**src/rtl/tmr2_pkg.sv**
```systemverilog
package tmr2_pkg;
	// register offsets (byte addresses on the wishbone bus)
	localparam logic [7:0] TMR2_CTRL_ADDR = 8'hc8;
	localparam logic [7:0] TMR2_CAPL_ADDR = 8'hca;
	localparam logic [7:0] TMR2_CAPH_ADDR = 8'hcb;
	localparam logic [7:0] TMR2_CNTL_ADDR = 8'hcc;
	localparam logic [7:0] TMR2_CNTH_ADDR = 8'hcd;
	localparam logic [7:0] TMR2_CKDIV_ADDR = 8'h8e;
	localparam logic [7:0] TMR2_CTRL_RESET = 8'h00;
	localparam logic [7:0] TMR2_BYTE_RESET = 8'h00;
	// control bit positions
	localparam int TMR2_BIT_OVF = 7;
	localparam int TMR2_BIT_EXF = 6;
	localparam int TMR2_BIT_RCLK = 5;
	localparam int TMR2_BIT_TX_BAUD_SOURCE_SELECT = 4;
	localparam int TMR2_BIT_EXEN = 3;
	localparam int TMR2_BIT_RUN = 2;
	localparam int TMR2_BIT_CT = 1;
	localparam int TMR2_BIT_CPRL = 0;
	localparam int TMR2_BIT_PRESC = 5;
	// prescale divisors
	localparam int TMR2_DIV_SLOW = 12;
	localparam int TMR2_DIV_BAUD = 2;
	localparam int TMR2_DIV_W = 4;
	localparam int TMR2_BAUD_DIV = 16;

	typedef struct packed {
		logic overflow_flag;
		logic external_event_flag;
		logic rx_baud_source_select;
		logic tx_baud_source_select;
		logic ext_trigger_enable;
		logic run_control;
		logic count_source_select;
		logic capture_reload_select;
	} tmr2_ctrl_t;

	typedef struct packed {
		logic [7:0] adr;
		logic we;
		logic stb;
		logic [7:0] dat;
	} tmr2_wreq_t;
endpackage : tmr2_pkg

```
**src/rtl/tmr2_edge_sync.sv**
```systemverilog
`timescale 1ns/100ps
`default_nettype none
// three-stage synchroniser; a level is accepted once stages two and three agree
module tmr2_edge_sync (
	input wire logic clk_i,
	input wire logic rst_i,
	input wire logic pin_i,
	output logic fall_o
);
	typedef struct packed {
		logic [2:0] sync;
		logic level;
		logic fall;
	} tmr2_sync_state_t;

	tmr2_sync_state_t st_q, st_d;

	always_comb begin
		st_d = st_q;
		st_d.sync = {st_q.sync[1:0], pin_i};
		st_d.fall = 1'b0;
		if (st_q.sync[2] == st_q.sync[1]) begin
			// falling edge: filtered level was high, agreed sample now low
			st_d.fall = st_q.level & ~st_q.sync[1];
			st_d.level = st_q.sync[1];
		end
	end

	always_ff @(posedge clk_i) begin
		if (rst_i) begin
			st_q <= '{sync: 3'b111, level: 1'b1, fall: 1'b0};
		end else begin
			st_q <= st_d;
		end
	end

	assign fall_o = st_q.fall;
endmodule // tmr2_edge_sync
`default_nettype wire

```
**src/rtl/tmr2_timer.sv**
```systemverilog
// Local design decision: the Wishbone slave port.
`timescale 1ns/100ps
`default_nettype none
// Overview of operation
// - in capture mode a trigger falling edge copies the count into capture bytes
// - count from system clock divided by one or twelve, or count pin falls
// - outside baud mode, rollover from all ones sets overflow flag and interrupt
// - capture mode needs capture select and no baud select; run and trigger enable gate captures
// - auto-reload mode loads the capture bytes into the counter on overflow
// - capture select low selects auto-reload; run bit starts the counter
// - in auto-reload with trigger enable, a trigger fall reloads the counter
// - trigger capture or reload sets external flag; only software clears it
// - overflow flag never cleared by hardware; request stays while set
// - either baud source select forces baud mode with auto-reload behaviour
// - baud mode overflow reloads, sets no flag, and ticks the uart clock
// - receive baud select picks timer one or this timer for uart receive
// - transmit baud select picks timer one or this timer for uart transmit
// - uart bit rate equals this timer's overflow rate divided by sixteen
// - baud mode counts system clock over two or count pin falls
// - baud mode trigger fall sets external flag, no capture, no reload
// - run bit low holds the counter in every mode
// - prescale bit low gives clock over twelve, high undivided; else ignored
// - capture bytes are software readable and writable
module tmr2_timer import tmr2_pkg::*; #(
	parameter int CNT_W = 16
) (
	input wire logic clk_i,
	input wire logic rst_i,
	input wire logic wb_cyc_i,
	input wire logic wb_stb_i,
	input wire logic wb_we_i,
	input wire logic [7:0] wb_adr_i,
	input wire logic [3:0] wb_sel_i,
	input wire logic [31:0] wb_dat_i,
	output logic [31:0] wb_dat_o,
	output logic wb_ack_o,
	input wire logic count_input_pin_i,
	input wire logic ext_trigger_pin_i,
	input wire logic t1_overflow_i,
	output logic irq_o,
	output logic tx_baud_tick_o,
	output logic rx_baud_tick_o,
	output logic overflow_tick_o
);
	if (CNT_W != 16) begin : g_bad_width
		$error("tmr2_timer: counter must be 16 bits wide");
	end

	localparam logic [CNT_W-1:0] CNT_MAX = '1;
	localparam logic [TMR2_DIV_W-1:0] DIV_SLOW_LAST = TMR2_DIV_W'(TMR2_DIV_SLOW - 1);
	localparam logic [TMR2_DIV_W-1:0] DIV_BAUD_LAST = TMR2_DIV_W'(TMR2_DIV_BAUD - 1);
	localparam logic [3:0] BAUD_LAST = 4'(TMR2_BAUD_DIV - 1);

	typedef struct packed {
		tmr2_ctrl_t ctrl;
		logic prescale_select;
		logic [CNT_W-1:0] count;
		logic [CNT_W-1:0] capture;
		logic [TMR2_DIV_W-1:0] div;
		logic [3:0] tx_div;
		logic [3:0] rx_div;
		logic ack;
		logic [31:0] rdat;
		logic irq;
		logic tx_tick;
		logic rx_tick;
		logic ovf_tick;
	} tmr2_state_t;

	tmr2_state_t st_q, st_d;
	logic count_fall, trig_fall;

	tmr2_edge_sync u_count_sync (
		.clk_i(clk_i),
		.rst_i(rst_i),
		.pin_i(count_input_pin_i),
		.fall_o(count_fall)
	);

	tmr2_edge_sync u_trig_sync (
		.clk_i(clk_i),
		.rst_i(rst_i),
		.pin_i(ext_trigger_pin_i),
		.fall_o(trig_fall)
	);

	// byte lane that carries a given byte address
	function automatic logic [7:0] lane_of(input logic [31:0] d, input logic [1:0] a);
		lane_of = d[8*a +: 8];
	endfunction

	function automatic logic hit(input logic [7:0] adr, input logic [7:0] reg_adr,
			input logic [3:0] sel);
		hit = (adr[7:2] == reg_adr[7:2]) && sel[reg_adr[1:0]];
	endfunction

	logic baud_mode, capture_mode, tick, ovf, trig_ev, bus_req, bus_wr;
	logic [7:0] wr_byte;
	logic [1:0] lane;
	logic [31:0] rd;

	always_comb begin
		st_d = st_q;
		baud_mode = st_q.ctrl.rx_baud_source_select | st_q.ctrl.tx_baud_source_select;
		capture_mode = st_q.ctrl.capture_reload_select & ~baud_mode;
		trig_ev = trig_fall & st_q.ctrl.ext_trigger_enable;
		tick = 1'b0;
		st_d.tx_tick = 1'b0;
		st_d.rx_tick = 1'b0;
		st_d.ovf_tick = 1'b0;

		// time base selection
		if (st_q.ctrl.count_source_select) begin
			tick = count_fall;
			st_d.div = '0;
		end else if (baud_mode) begin
			tick = (st_q.div >= DIV_BAUD_LAST);
			st_d.div = tick ? '0 : st_q.div + 1'b1;
		end else if (st_q.prescale_select) begin
			tick = 1'b1;
			st_d.div = '0;
		end else begin
			tick = (st_q.div >= DIV_SLOW_LAST);
			st_d.div = tick ? '0 : st_q.div + 1'b1;
		end
		if (!st_q.ctrl.run_control) begin
			tick = 1'b0;
			st_d.div = '0;
		end

		ovf = tick && (st_q.count == CNT_MAX);
		if (tick) begin
			st_d.count = st_q.count + 1'b1;
		end
		if (ovf && !capture_mode) begin
			st_d.count = st_q.capture;
		end
		if (ovf && !baud_mode) begin
			st_d.ctrl.overflow_flag = 1'b1;
			st_d.ovf_tick = 1'b1;
		end

		// trigger pin events
		if (trig_ev && st_q.ctrl.run_control) begin
			if (capture_mode) begin
				st_d.capture = st_q.count;
			end else if (!baud_mode) begin
				st_d.count = st_q.capture;
			end
		end

		// baud ticks: sixteen overflows per uart bit; each divider counts only its own source,
		// otherwise the side still fed by timer one would be disturbed by our overflows
		if (ovf && baud_mode && st_q.ctrl.tx_baud_source_select) begin
			st_d.tx_div = st_q.tx_div + 1'b1;
			st_d.tx_tick = (st_q.tx_div == BAUD_LAST);
		end
		if (ovf && baud_mode && st_q.ctrl.rx_baud_source_select) begin
			st_d.rx_div = st_q.rx_div + 1'b1;
			st_d.rx_tick = (st_q.rx_div == BAUD_LAST);
		end
		if (t1_overflow_i) begin
			if (!st_q.ctrl.tx_baud_source_select) begin
				st_d.tx_div = st_q.tx_div + 1'b1;
				st_d.tx_tick = (st_q.tx_div == BAUD_LAST);
			end
			if (!st_q.ctrl.rx_baud_source_select) begin
				st_d.rx_div = st_q.rx_div + 1'b1;
				st_d.rx_tick = (st_q.rx_div == BAUD_LAST);
			end
		end

		// wishbone slave, one wait state; writes take effect with the ack
		bus_req = wb_cyc_i && wb_stb_i && !st_q.ack;
		bus_wr = bus_req && wb_we_i;
		st_d.ack = bus_req;
		lane = wb_adr_i[1:0];
		wr_byte = lane_of(wb_dat_i, lane);
		if (bus_wr && hit(wb_adr_i, TMR2_CTRL_ADDR, wb_sel_i)) begin
			wr_byte = lane_of(wb_dat_i, TMR2_CTRL_ADDR[1:0]);
			st_d.ctrl = wr_byte;
			// flags: a hardware set this cycle wins over a software clear
			st_d.ctrl.overflow_flag = wr_byte[TMR2_BIT_OVF] |
				(ovf && !baud_mode);
			st_d.ctrl.external_event_flag = wr_byte[TMR2_BIT_EXF] | trig_ev;
		end else if (trig_ev) begin
			st_d.ctrl.external_event_flag = 1'b1;
		end
		if (bus_wr && hit(wb_adr_i, TMR2_CAPL_ADDR, wb_sel_i)) begin
			st_d.capture[7:0] = lane_of(wb_dat_i, TMR2_CAPL_ADDR[1:0]);
		end
		if (bus_wr && hit(wb_adr_i, TMR2_CAPH_ADDR, wb_sel_i)) begin
			st_d.capture[15:8] = lane_of(wb_dat_i, TMR2_CAPH_ADDR[1:0]);
		end
		if (bus_wr && hit(wb_adr_i, TMR2_CNTL_ADDR, wb_sel_i)) begin
			st_d.count[7:0] = lane_of(wb_dat_i, TMR2_CNTL_ADDR[1:0]);
		end
		if (bus_wr && hit(wb_adr_i, TMR2_CNTH_ADDR, wb_sel_i)) begin
			st_d.count[15:8] = lane_of(wb_dat_i, TMR2_CNTH_ADDR[1:0]);
		end
		if (bus_wr && hit(wb_adr_i, TMR2_CKDIV_ADDR, wb_sel_i)) begin
			st_d.prescale_select = wb_dat_i[8*TMR2_CKDIV_ADDR[1:0] + TMR2_BIT_PRESC];
		end

		// read: each word holds its bytes at their lanes, unmapped reads zero
		rd = '0;
		if (wb_adr_i[7:2] == TMR2_CTRL_ADDR[7:2]) begin
			rd[8*TMR2_CTRL_ADDR[1:0] +: 8] = st_q.ctrl;
			rd[8*TMR2_CAPL_ADDR[1:0] +: 8] = st_q.capture[7:0];
			rd[8*TMR2_CAPH_ADDR[1:0] +: 8] = st_q.capture[15:8];
		end else if (wb_adr_i[7:2] == TMR2_CNTL_ADDR[7:2]) begin
			rd[8*TMR2_CNTL_ADDR[1:0] +: 8] = st_q.count[7:0];
			rd[8*TMR2_CNTH_ADDR[1:0] +: 8] = st_q.count[15:8];
		end else if (wb_adr_i[7:2] == TMR2_CKDIV_ADDR[7:2]) begin
			rd[8*TMR2_CKDIV_ADDR[1:0] + TMR2_BIT_PRESC] = st_q.prescale_select;
		end
		st_d.rdat = bus_req ? rd : '0;

		// level request while either flag stands
		st_d.irq = st_d.ctrl.overflow_flag | st_d.ctrl.external_event_flag;
	end

	always_ff @(posedge clk_i) begin
		if (rst_i) begin
			st_q <= '0;
			st_q.ctrl <= TMR2_CTRL_RESET;
			st_q.count <= {TMR2_BYTE_RESET, TMR2_BYTE_RESET};
			st_q.capture <= {TMR2_BYTE_RESET, TMR2_BYTE_RESET};
		end else begin
			st_q <= st_d;
		end
	end

	assign wb_ack_o = st_q.ack;
	assign wb_dat_o = st_q.rdat;
	assign irq_o = st_q.irq;
	assign tx_baud_tick_o = st_q.tx_tick;
	assign rx_baud_tick_o = st_q.rx_tick;
	assign overflow_tick_o = st_q.ovf_tick;
endmodule // tmr2_timer
`default_nettype wire

```
**config.mk**
```make
export PLATFORM = sky130hd
export DESIGN_NAME = tmr2_timer
export DESIGN_NICKNAME = d
export VERILOG_FILES = /design/src/rtl/tmr2_pkg.sv /design/src/rtl/tmr2_edge_sync.sv /design/src/rtl/tmr2_timer.sv
export SDC_FILE = /design/constraint.sdc
export NUM_CORES = 1
export LEC_CHECK = 0
export BUFFER_PORTS_ARGS = -buffer_cell sky130_fd_sc_hd__buf_4
export CORE_MARGIN = 8
export CORE_UTILIZATION = 50
export CTS_CLUSTER_SIZE = 24
export DETAILED_ROUTE_END_ITERATION = 12
export PLACE_DENSITY = 0.79
export RECOVER_POWER = 25
export SYNTH_ARGS = -nofsm -noshare
export SYNTH_HDL_FRONTEND = slang
export SYNTH_HIERARCHICAL = 1
export SYNTH_SLANG_ARGS = --single-unit
```
**constraint.sdc**
```tcl
create_clock -name clk_i -period 2.9 [get_ports clk_i]
set_input_delay 0.58 -clock clk_i [delete_from_list [all_inputs] [get_ports clk_i]]
set_output_delay 0.58 -clock clk_i [all_outputs]
set_load 0.05 [all_outputs]
```
Yosys cells after proc, flatten, opt, wreduce, memory -nomap -nowiden
Cells that the tools add are included.

Register bits: 100. Bits of input ports: 52. Output and inout bits: 37. Logic and storage cells: 135.

Add/sub/neg operators: 4. Order comparisons: 2. Equal/unequal tests: 8. Muxes and demuxes: 38. Bitwise gates (word level): 17. Reduce and logical (&&, ||, !) cells: 37.

Operators by type and width (count): two-way mux 16 bit (5); two-way mux 8 bit (7); two-way mux 32 bit (1); two-way mux 4 bit (8); logical AND 1 bit (22); equality test 6 bit, second input constant (3); adder 16 x 1 -> 16 bit, second input constant (1); equality test 16 bit, second input constant (1); two-way mux 1 bit (16); adder 4 x 1 -> 4 bit, second input constant (3); inverter 1 bit (9); equality test 4 bit, second input constant (2); nonzero test 2 bit (4); OR reduction 2 bit (3); OR reduction 3 bit (2); AND 1 bit (4); greater-or-equal comparator 4 x 1 -> 1 bit, second input constant (1); greater-or-equal comparator 4 bit, second input constant (1); bitwise OR 1 bit (4); AND reduction 2 bit (2); OR reduction 4 bit (1); logical NOT 1 bit (3); equality test 1 bit (2); two-way mux 2 bit (1).

Logic depth before layout (Yosys ltp)
Word-level depth: 12. Gate-level depth with buffers: 9. Depth with buffers taken out: 8.

Hierarchy
Netlist, hierarchy kept.

Modules (own cells, without submodules): tmr2_timer (instances 1, cells each 419, area each 4068.9 um^2, sequential area each 1801.7 um^2); tmr2_edge_sync (instances 2, cells each 12, area each 150.1 um^2, sequential area each 100.1 um^2).

Worst setup path before layout
Ideal clock, no wire load.

Kind: register to register. From: reg st_q[46] (netlist bit). To: reg st_q[78] (netlist bit). Library setup time: 0.122 ns. Arrival time: 2.060 ns. Data required time: 2.778 ns. Slack: 0.718 ns. Cell stages (with the launch flop): 10. Buffers on the path: 1. Clock period less this slack: 2.182 ns. Cells stage by stage: dfxtp_1 > inv_1 > ha_1 > or3b_1 > mux2i_1 > buf_2 > a2111oi_0 > xnor2_1 > nor3_1 > a221o_1.

Longest elaborated chain between the ends: 12. Elaborated cells between the ends (all ways): 14. Classes of those cells: order compare: 2; mux: 10; reduce/logical: 2.

RTL lines: start: declaration (RTL line tmr2_timer.sv:70) `tmr2_state_t st_q, st_d;`; start signal: assignment (RTL line tmr2_timer.sv:230) `st_q <= st_d;`; greater-or-equal comparator 4 bit (RTL line tmr2_timer.sv:123) `tick = (st_q.div >= DIV_SLOW_LAST);`; two-way mux 1 bit (RTL line tmr2_timer.sv:119) `end else if (st_q.prescale_select) begin`; two-way mux 1 bit * (RTL line tmr2_timer.sv:116) `end else if (baud_mode) begin`; two-way mux 1 bit * (RTL line tmr2_timer.sv:113) `if (st_q.ctrl.count_source_select) begin`; two-way mux 1 bit * (RTL line tmr2_timer.sv:126) `if (!st_q.ctrl.run_control) begin`; logical AND 1 bit (RTL line tmr2_timer.sv:131) `ovf = tick && (st_q.count == CNT_MAX);`; logical AND 1 bit (RTL line tmr2_timer.sv:135) `if (ovf && !capture_mode) begin`; two-way mux 16 bit * (RTL line tmr2_timer.sv:135); two-way mux 16 bit (RTL line tmr2_timer.sv:147) `end else if (!baud_mode) begin`; two-way mux 16 bit (RTL line tmr2_timer.sv:145) `if (capture_mode) begin`; two-way mux 32 bit * (RTL line tmr2_timer.sv:144) `if (trig_ev && st_q.ctrl.run_control) begin`; two-way mux 8 bit * (RTL line tmr2_timer.sv:198) `if (bus_wr && hit(wb_adr_i, TMR2_CNTH_ADDR, wb_sel_i)) begin`.

Every way passes the cells marked *; elsewhere a longest branch is shown, timed or not. The select of a mux whose other input is x is not followed. A chain may end at the register's enable or synchronous reset.

==> impl_metrics.prom <==
# TYPE chip_impl_metric gauge
chip_impl_metric{name="dp.final_hpwl",unit="µm"} 7650
chip_impl_metric{name="timing.fmax",unit="MHz"} 408
chip_impl_metric{name="finalSetupTns",unit="ps"} 0
chip_impl_metric{name="final_setup_fails",unit=""} 0
chip_impl_info{name="synth_top_family_by_area",value="simple AND/OR/NAND/NOR gates"} 1
chip_impl_metric{name="clock_sinks",unit=""} 100
chip_impl_metric{name="cts.clk_slew.worst_paths",unit="ps"} 90
chip_impl_metric{name="final_net_count",unit=""} 558
chip_impl_info{name="synth_ff_type",value="dfxtp_1"} 1
chip_impl_metric{name="deepest_clock_path_buffer_count",unit=""} 2
chip_impl_metric{name="synth_compound_gate_area_share",unit="%"} 14.7
chip_impl_metric{name="buffers_on_ports",unit=""} 86
chip_impl_metric{name="gr-usage-met3",unit="%"} 5.33
chip_impl_metric{name="ant_nets",unit=""} 0
chip_impl_metric{name="synth.yosys.seq_area_share",unit="%"} 45.8
chip_impl_metric{name="max_cap_viol_count",unit=""} 1
chip_impl_metric{name="row_count",unit=""} 34
chip_impl_metric{name="synth.ff_latch_count",unit=""} 100
chip_impl_metric{name="cts_buffers",unit=""} 9
chip_impl_metric{name="global_route_met1_utilization",unit="%"} 20.1
chip_impl_metric{name="grt_max_degree",unit=""} 39
chip_impl_info{name="clock_tree_from_tritoncts",value="built"} 1
chip_impl_metric{name="cts_htree_levels",unit=""} 3
chip_impl_metric{name="period_minus_slack",unit="ps"} 2450
chip_impl_metric{name="post_cts_hold_buffer_count",unit=""} 0
chip_impl_info{name="hold_path_class",value="input pin to flip-flop"} 1
chip_impl_info{name="ordered_list_of_cells_on_the_worst_path",value="clkbuf_1 > clkbuf_1 > a21oi_1 > or2_1"} 1
chip_impl_metric{name="final-max-slew-violation-count",unit=""} 39
chip_impl_metric{name="muxShareOfSynthArea",unit="%"} 7.27
chip_impl_metric{name="timing.max_slew.rel_slack",unit="%"} -6.14
chip_impl_metric{name="arrival",unit="ps"} 2710
chip_impl_metric{name="post_synth_and_or_nand_nor_area_fraction",unit="%"} 18.8
chip_impl_metric{name="synth-edff-count",unit=""} 0
chip_impl_metric{name="final_design_area_no_fill",unit="mm²"} 0.00496
chip_impl_metric{name="placed_cells",unit=""} 597
chip_impl_metric{name="synth_nets",unit=""} 501
chip_impl_metric{name="ys.warnings.count",unit=""} 6
chip_impl_metric{name="post_cts_resize_count",unit=""} 0
chip_impl_metric{name="syn_inst",unit=""} 443
chip_impl_metric{name="worst_ir_drop_vdd",unit="mV"} 0.334
chip_impl_info{name="path_class",value="input pin to flip-flop"} 1
chip_impl_info{name="crit_path_start_kind",value="input pin"} 1
chip_impl_metric{name="gpl.final_weighted_congestion",unit=""} 0.871
chip_impl_info{name="final_common_cell",value="dfxtp_1"} 1
chip_impl_info{name="clock_tree_root_driver_cell",value="clkbuf_8"} 1
chip_impl_info{name="worstSetupEndpointType",value="flip-flop"} 1
chip_impl_metric{name="die_outline_area",unit="mm²"} 0.0120
chip_impl_metric{name="grt_first_pass_wirelength",unit="µm"} 16600
chip_impl_metric{name="grtUsageTotal",unit="%"} 17.5
chip_impl_metric{name="die_width",unit="µm"} 109
chip_impl_info{name="crit_family",value="buffers and inverters"} 1
chip_impl_metric{name="worst-path-max-fanout",unit=""} 38
chip_impl_info{name="worst_path_most_repeated_cell",value="clkbuf_1"} 1
chip_impl_info{name="global_route.peak_usage_layer",value="met2"} 1
chip_impl_metric{name="global_route.usage.met2",unit="%"} 29.5
chip_impl_metric{name="antenna_cells_inserted",unit=""} 0
chip_impl_info{name="status",value="finished with violations"} 1
chip_impl_metric{name="first_global_vias",unit=""} 3427
chip_impl_metric{name="postSynth.asyncResetShare",unit="%"} 0
chip_impl_metric{name="synth_fa_ha_area_share",unit="%"} 1.72
chip_impl_metric{name="clock_latency",unit="ps"} 360
chip_impl_metric{name="core",unit="mm²"} 0.00859
chip_impl_metric{name="timing_worst_slew_pin_value",unit="ps"} 1590
chip_impl_metric{name="powerDensity",unit="mW/mm²"} 453
chip_impl_metric{name="synth.avg_cell_area",unit="µm²"} 9.86
chip_impl_metric{name="synthXorXnorAreaFrac",unit="%"} 3.21
chip_impl_metric{name="synthToLayoutAreaGrowth",unit="%"} 13.5
chip_impl_metric{name="power.static_leakage",unit="nW"} 1.84
chip_impl_metric{name="post-route-period-util",unit="%"} 84.5
chip_impl_metric{name="global_route.overflow_total",unit=""} 0
chip_impl_metric{name="routedWlPerCell",unit="µm"} 16.4
chip_impl_metric{name="post_route_cells_drive_above_1_share",unit="%"} 19.6
chip_impl_metric{name="crit_path_required_time",unit="ps"} 3160
chip_impl_metric{name="vias_per_cell",unit=""} 5.49
chip_impl_metric{name="worst_path_largest_cell_delay",unit="ps"} 1210
chip_impl_metric{name="floorplan.io_pins",unit=""} 89
chip_impl_metric{name="finalHoldViolations",unit=""} 0
chip_impl_metric{name="final_cells",unit=""} 612
chip_impl_info{name="worst_hold_startpoint",value="ext_trigger_pin_i"} 1
chip_impl_metric{name="crit_buf_inv",unit=""} 2
chip_impl_metric{name="dpl-instance-area",unit="mm²"} 0.00490
chip_impl_metric{name="floorplan.initialDensity",unit="%"} 50.8
chip_impl_metric{name="post-route-drc-count",unit=""} 0
chip_impl_info{name="grt_setup_unrepaired",value="no"} 1
chip_impl_metric{name="antenna_violations_before_repair",unit=""} 0
chip_impl_info{name="slowest_stage",value="clkbuf_1"} 1
chip_impl_metric{name="vias",unit=""} 3360
chip_impl_info{name="layout.cells.most_common_list",value="dfxtp_1, buf_4, nor2_1"} 1
chip_impl_info{name="r2r_start",value="st_q[65]$_SDFF_PP0_"} 1
chip_impl_metric{name="pre_antenna_drt_iters",unit=""} 4
chip_impl_metric{name="die_h",unit="µm"} 109
chip_impl_metric{name="synthesis.area",unit="mm²"} 0.00437
chip_impl_metric{name="detailedRoute.firstIterationViolations",unit=""} 184
chip_impl_info{name="violations",value="max-capacitance violations, max-slew violations"} 1
chip_impl_metric{name="post-cts-setup-buffer-count",unit=""} 0
chip_impl_info{name="critPathLaunch",value="rst_i"} 1
chip_impl_metric{name="skew",unit="ps"} 4.75
chip_impl_metric{name="yosys.cell_types.count",unit=""} 46
chip_impl_metric{name="finalWirelength",unit="µm"} 10100
## power by group
part	switching [mW]	total, mW	internal [mW]
Clock	0.448	0.750	0.303
Combinational	0.0470	0.106	0.0587
Sequential	0.00785	1.39	1.38
Total	0.503	2.25	1.74
## cell usage after synthesis, types with 2 or more instances
master / n / share of area [%]
dfxtp_1: 100 / 46
nor2_1: 38 / 3.3
buf_4: 33 / 5.7
mux2i_1: 29 / 6.6
and2_1: 24 / 3.4
a211oi_1: 22 / 3.8
nor3_1: 19 / 2.2
nand3_1: 17 / 1.9
a221o_1: 16 / 3.7
nand2_1: 15 / 1.3
clkbuf_1: 12 / 1.0
xnor2_1: 12 / 2.4
inv_1: 10 / 0.86
a21oi_1: 8 / 0.92
a22o_1: 8 / 1.6
or3_1: 7 / 1.0
a2111oi_0: 6 / 1.2
ha_1: 6 / 1.7
o21ai_0: 6 / 0.69
or2_1: 6 / 0.86
and3_1: 5 / 0.72
buf_2: 5 / 0.57
xor2_1: 4 / 0.80
nor4_1: 3 / 0.43
a211oi_2: 2 / 0.57
a21o_1: 2 / 0.34
and4_1: 2 / 0.40
mux2i_2: 2 / 0.63
nand4_1: 2 / 0.29
nand4b_1: 2 / 0.40
nor2b_1: 2 / 0.29
nor3b_2: 2 / 0.57
o21bai_1: 2 / 0.34
or2_4: 2 / 0.40
## cells by family (layout without fill, tap and decap cells)
| logic type | after synthesis | count (layout) |
|---|---|---|
| and+or+nand+nor | 152 | 152 |
| DFF | 100 | 100 |
| AOI/OAI and AO/OA | 77 | 77 |
| buffers and inverters | 61 | 122 |
| muxes | 31 | 31 |
| xor gates and xnor gates | 16 | 16 |
| adders and majority gates | 6 | 6 |
## per-layer routing
| layer | part of all wire [%] | vias up | wire length (µm) |
|---|---|---|---|
| met5 | 0 | - | 0 |
| met4 | 1.3 | 0 | 133 |
| met3 | 8.0 | 9 | 803 |
| met2 | 49 | 105 | 4960 |
| met1 | 41 | 1577 | 4170 |
| li1 | - | 1669 | - |
## registers in the layout (all words and copies together), names as in the netlist
register,flops
irq_o,1
overflow_tick_o,1
rx_baud_tick_o,1
st_q,53
tx_baud_tick_o,1
u_count_sync/fall_o,1
u_count_sync/st_d,2
u_count_sync/st_q,2
u_trig_sync/fall_o,1
u_trig_sync/st_d,2
u_trig_sync/st_q,2
wb_ack_o,1
wb_dat_o,32
## metrics by stage
stage / util (%) / hold WS [ps] / total power, mW / setup slack [ps]
2_1_floorplan: - / 383 / 1.46 / 718
3_3_place_gp: 57.1 / 386 / 1.53 / 579
3_5_place_dp: 57.1 / 401 / 1.53 / 508
4_1_cts: 58.9 / 381 / 2.27 / 508
5_1_grt: 57.7 / 377 / 2.34 / 209
6_report: 57.7 / 393 / 2.25 / 451
## path summary, 6_finish.rpt
path | endpoint | slack [ps] | cells past startpoint
max | irq_o$_SDFF_PP0_ | 450 | 4
min | u_trig_sync/st_d[3]$_SDFF_PP1_ | 390 | 2
max reg2reg | st_q[74]$_SDFF_PP0_ | 480 | 7
min reg2reg | u_trig_sync/st_d[4]$_SDFF_PP1_ | 420 | 1
## final cells by class
class	count	area, µm²
clock buffers	10	128
clock inverters	5	30.0
fillers	761	3630
inverters	10	37.5
multi-input cells	282	1990
flip-flops and latches	100	2000
well taps	108	135
repair buffers	97	642
Power figures use the tool's default switching activity.
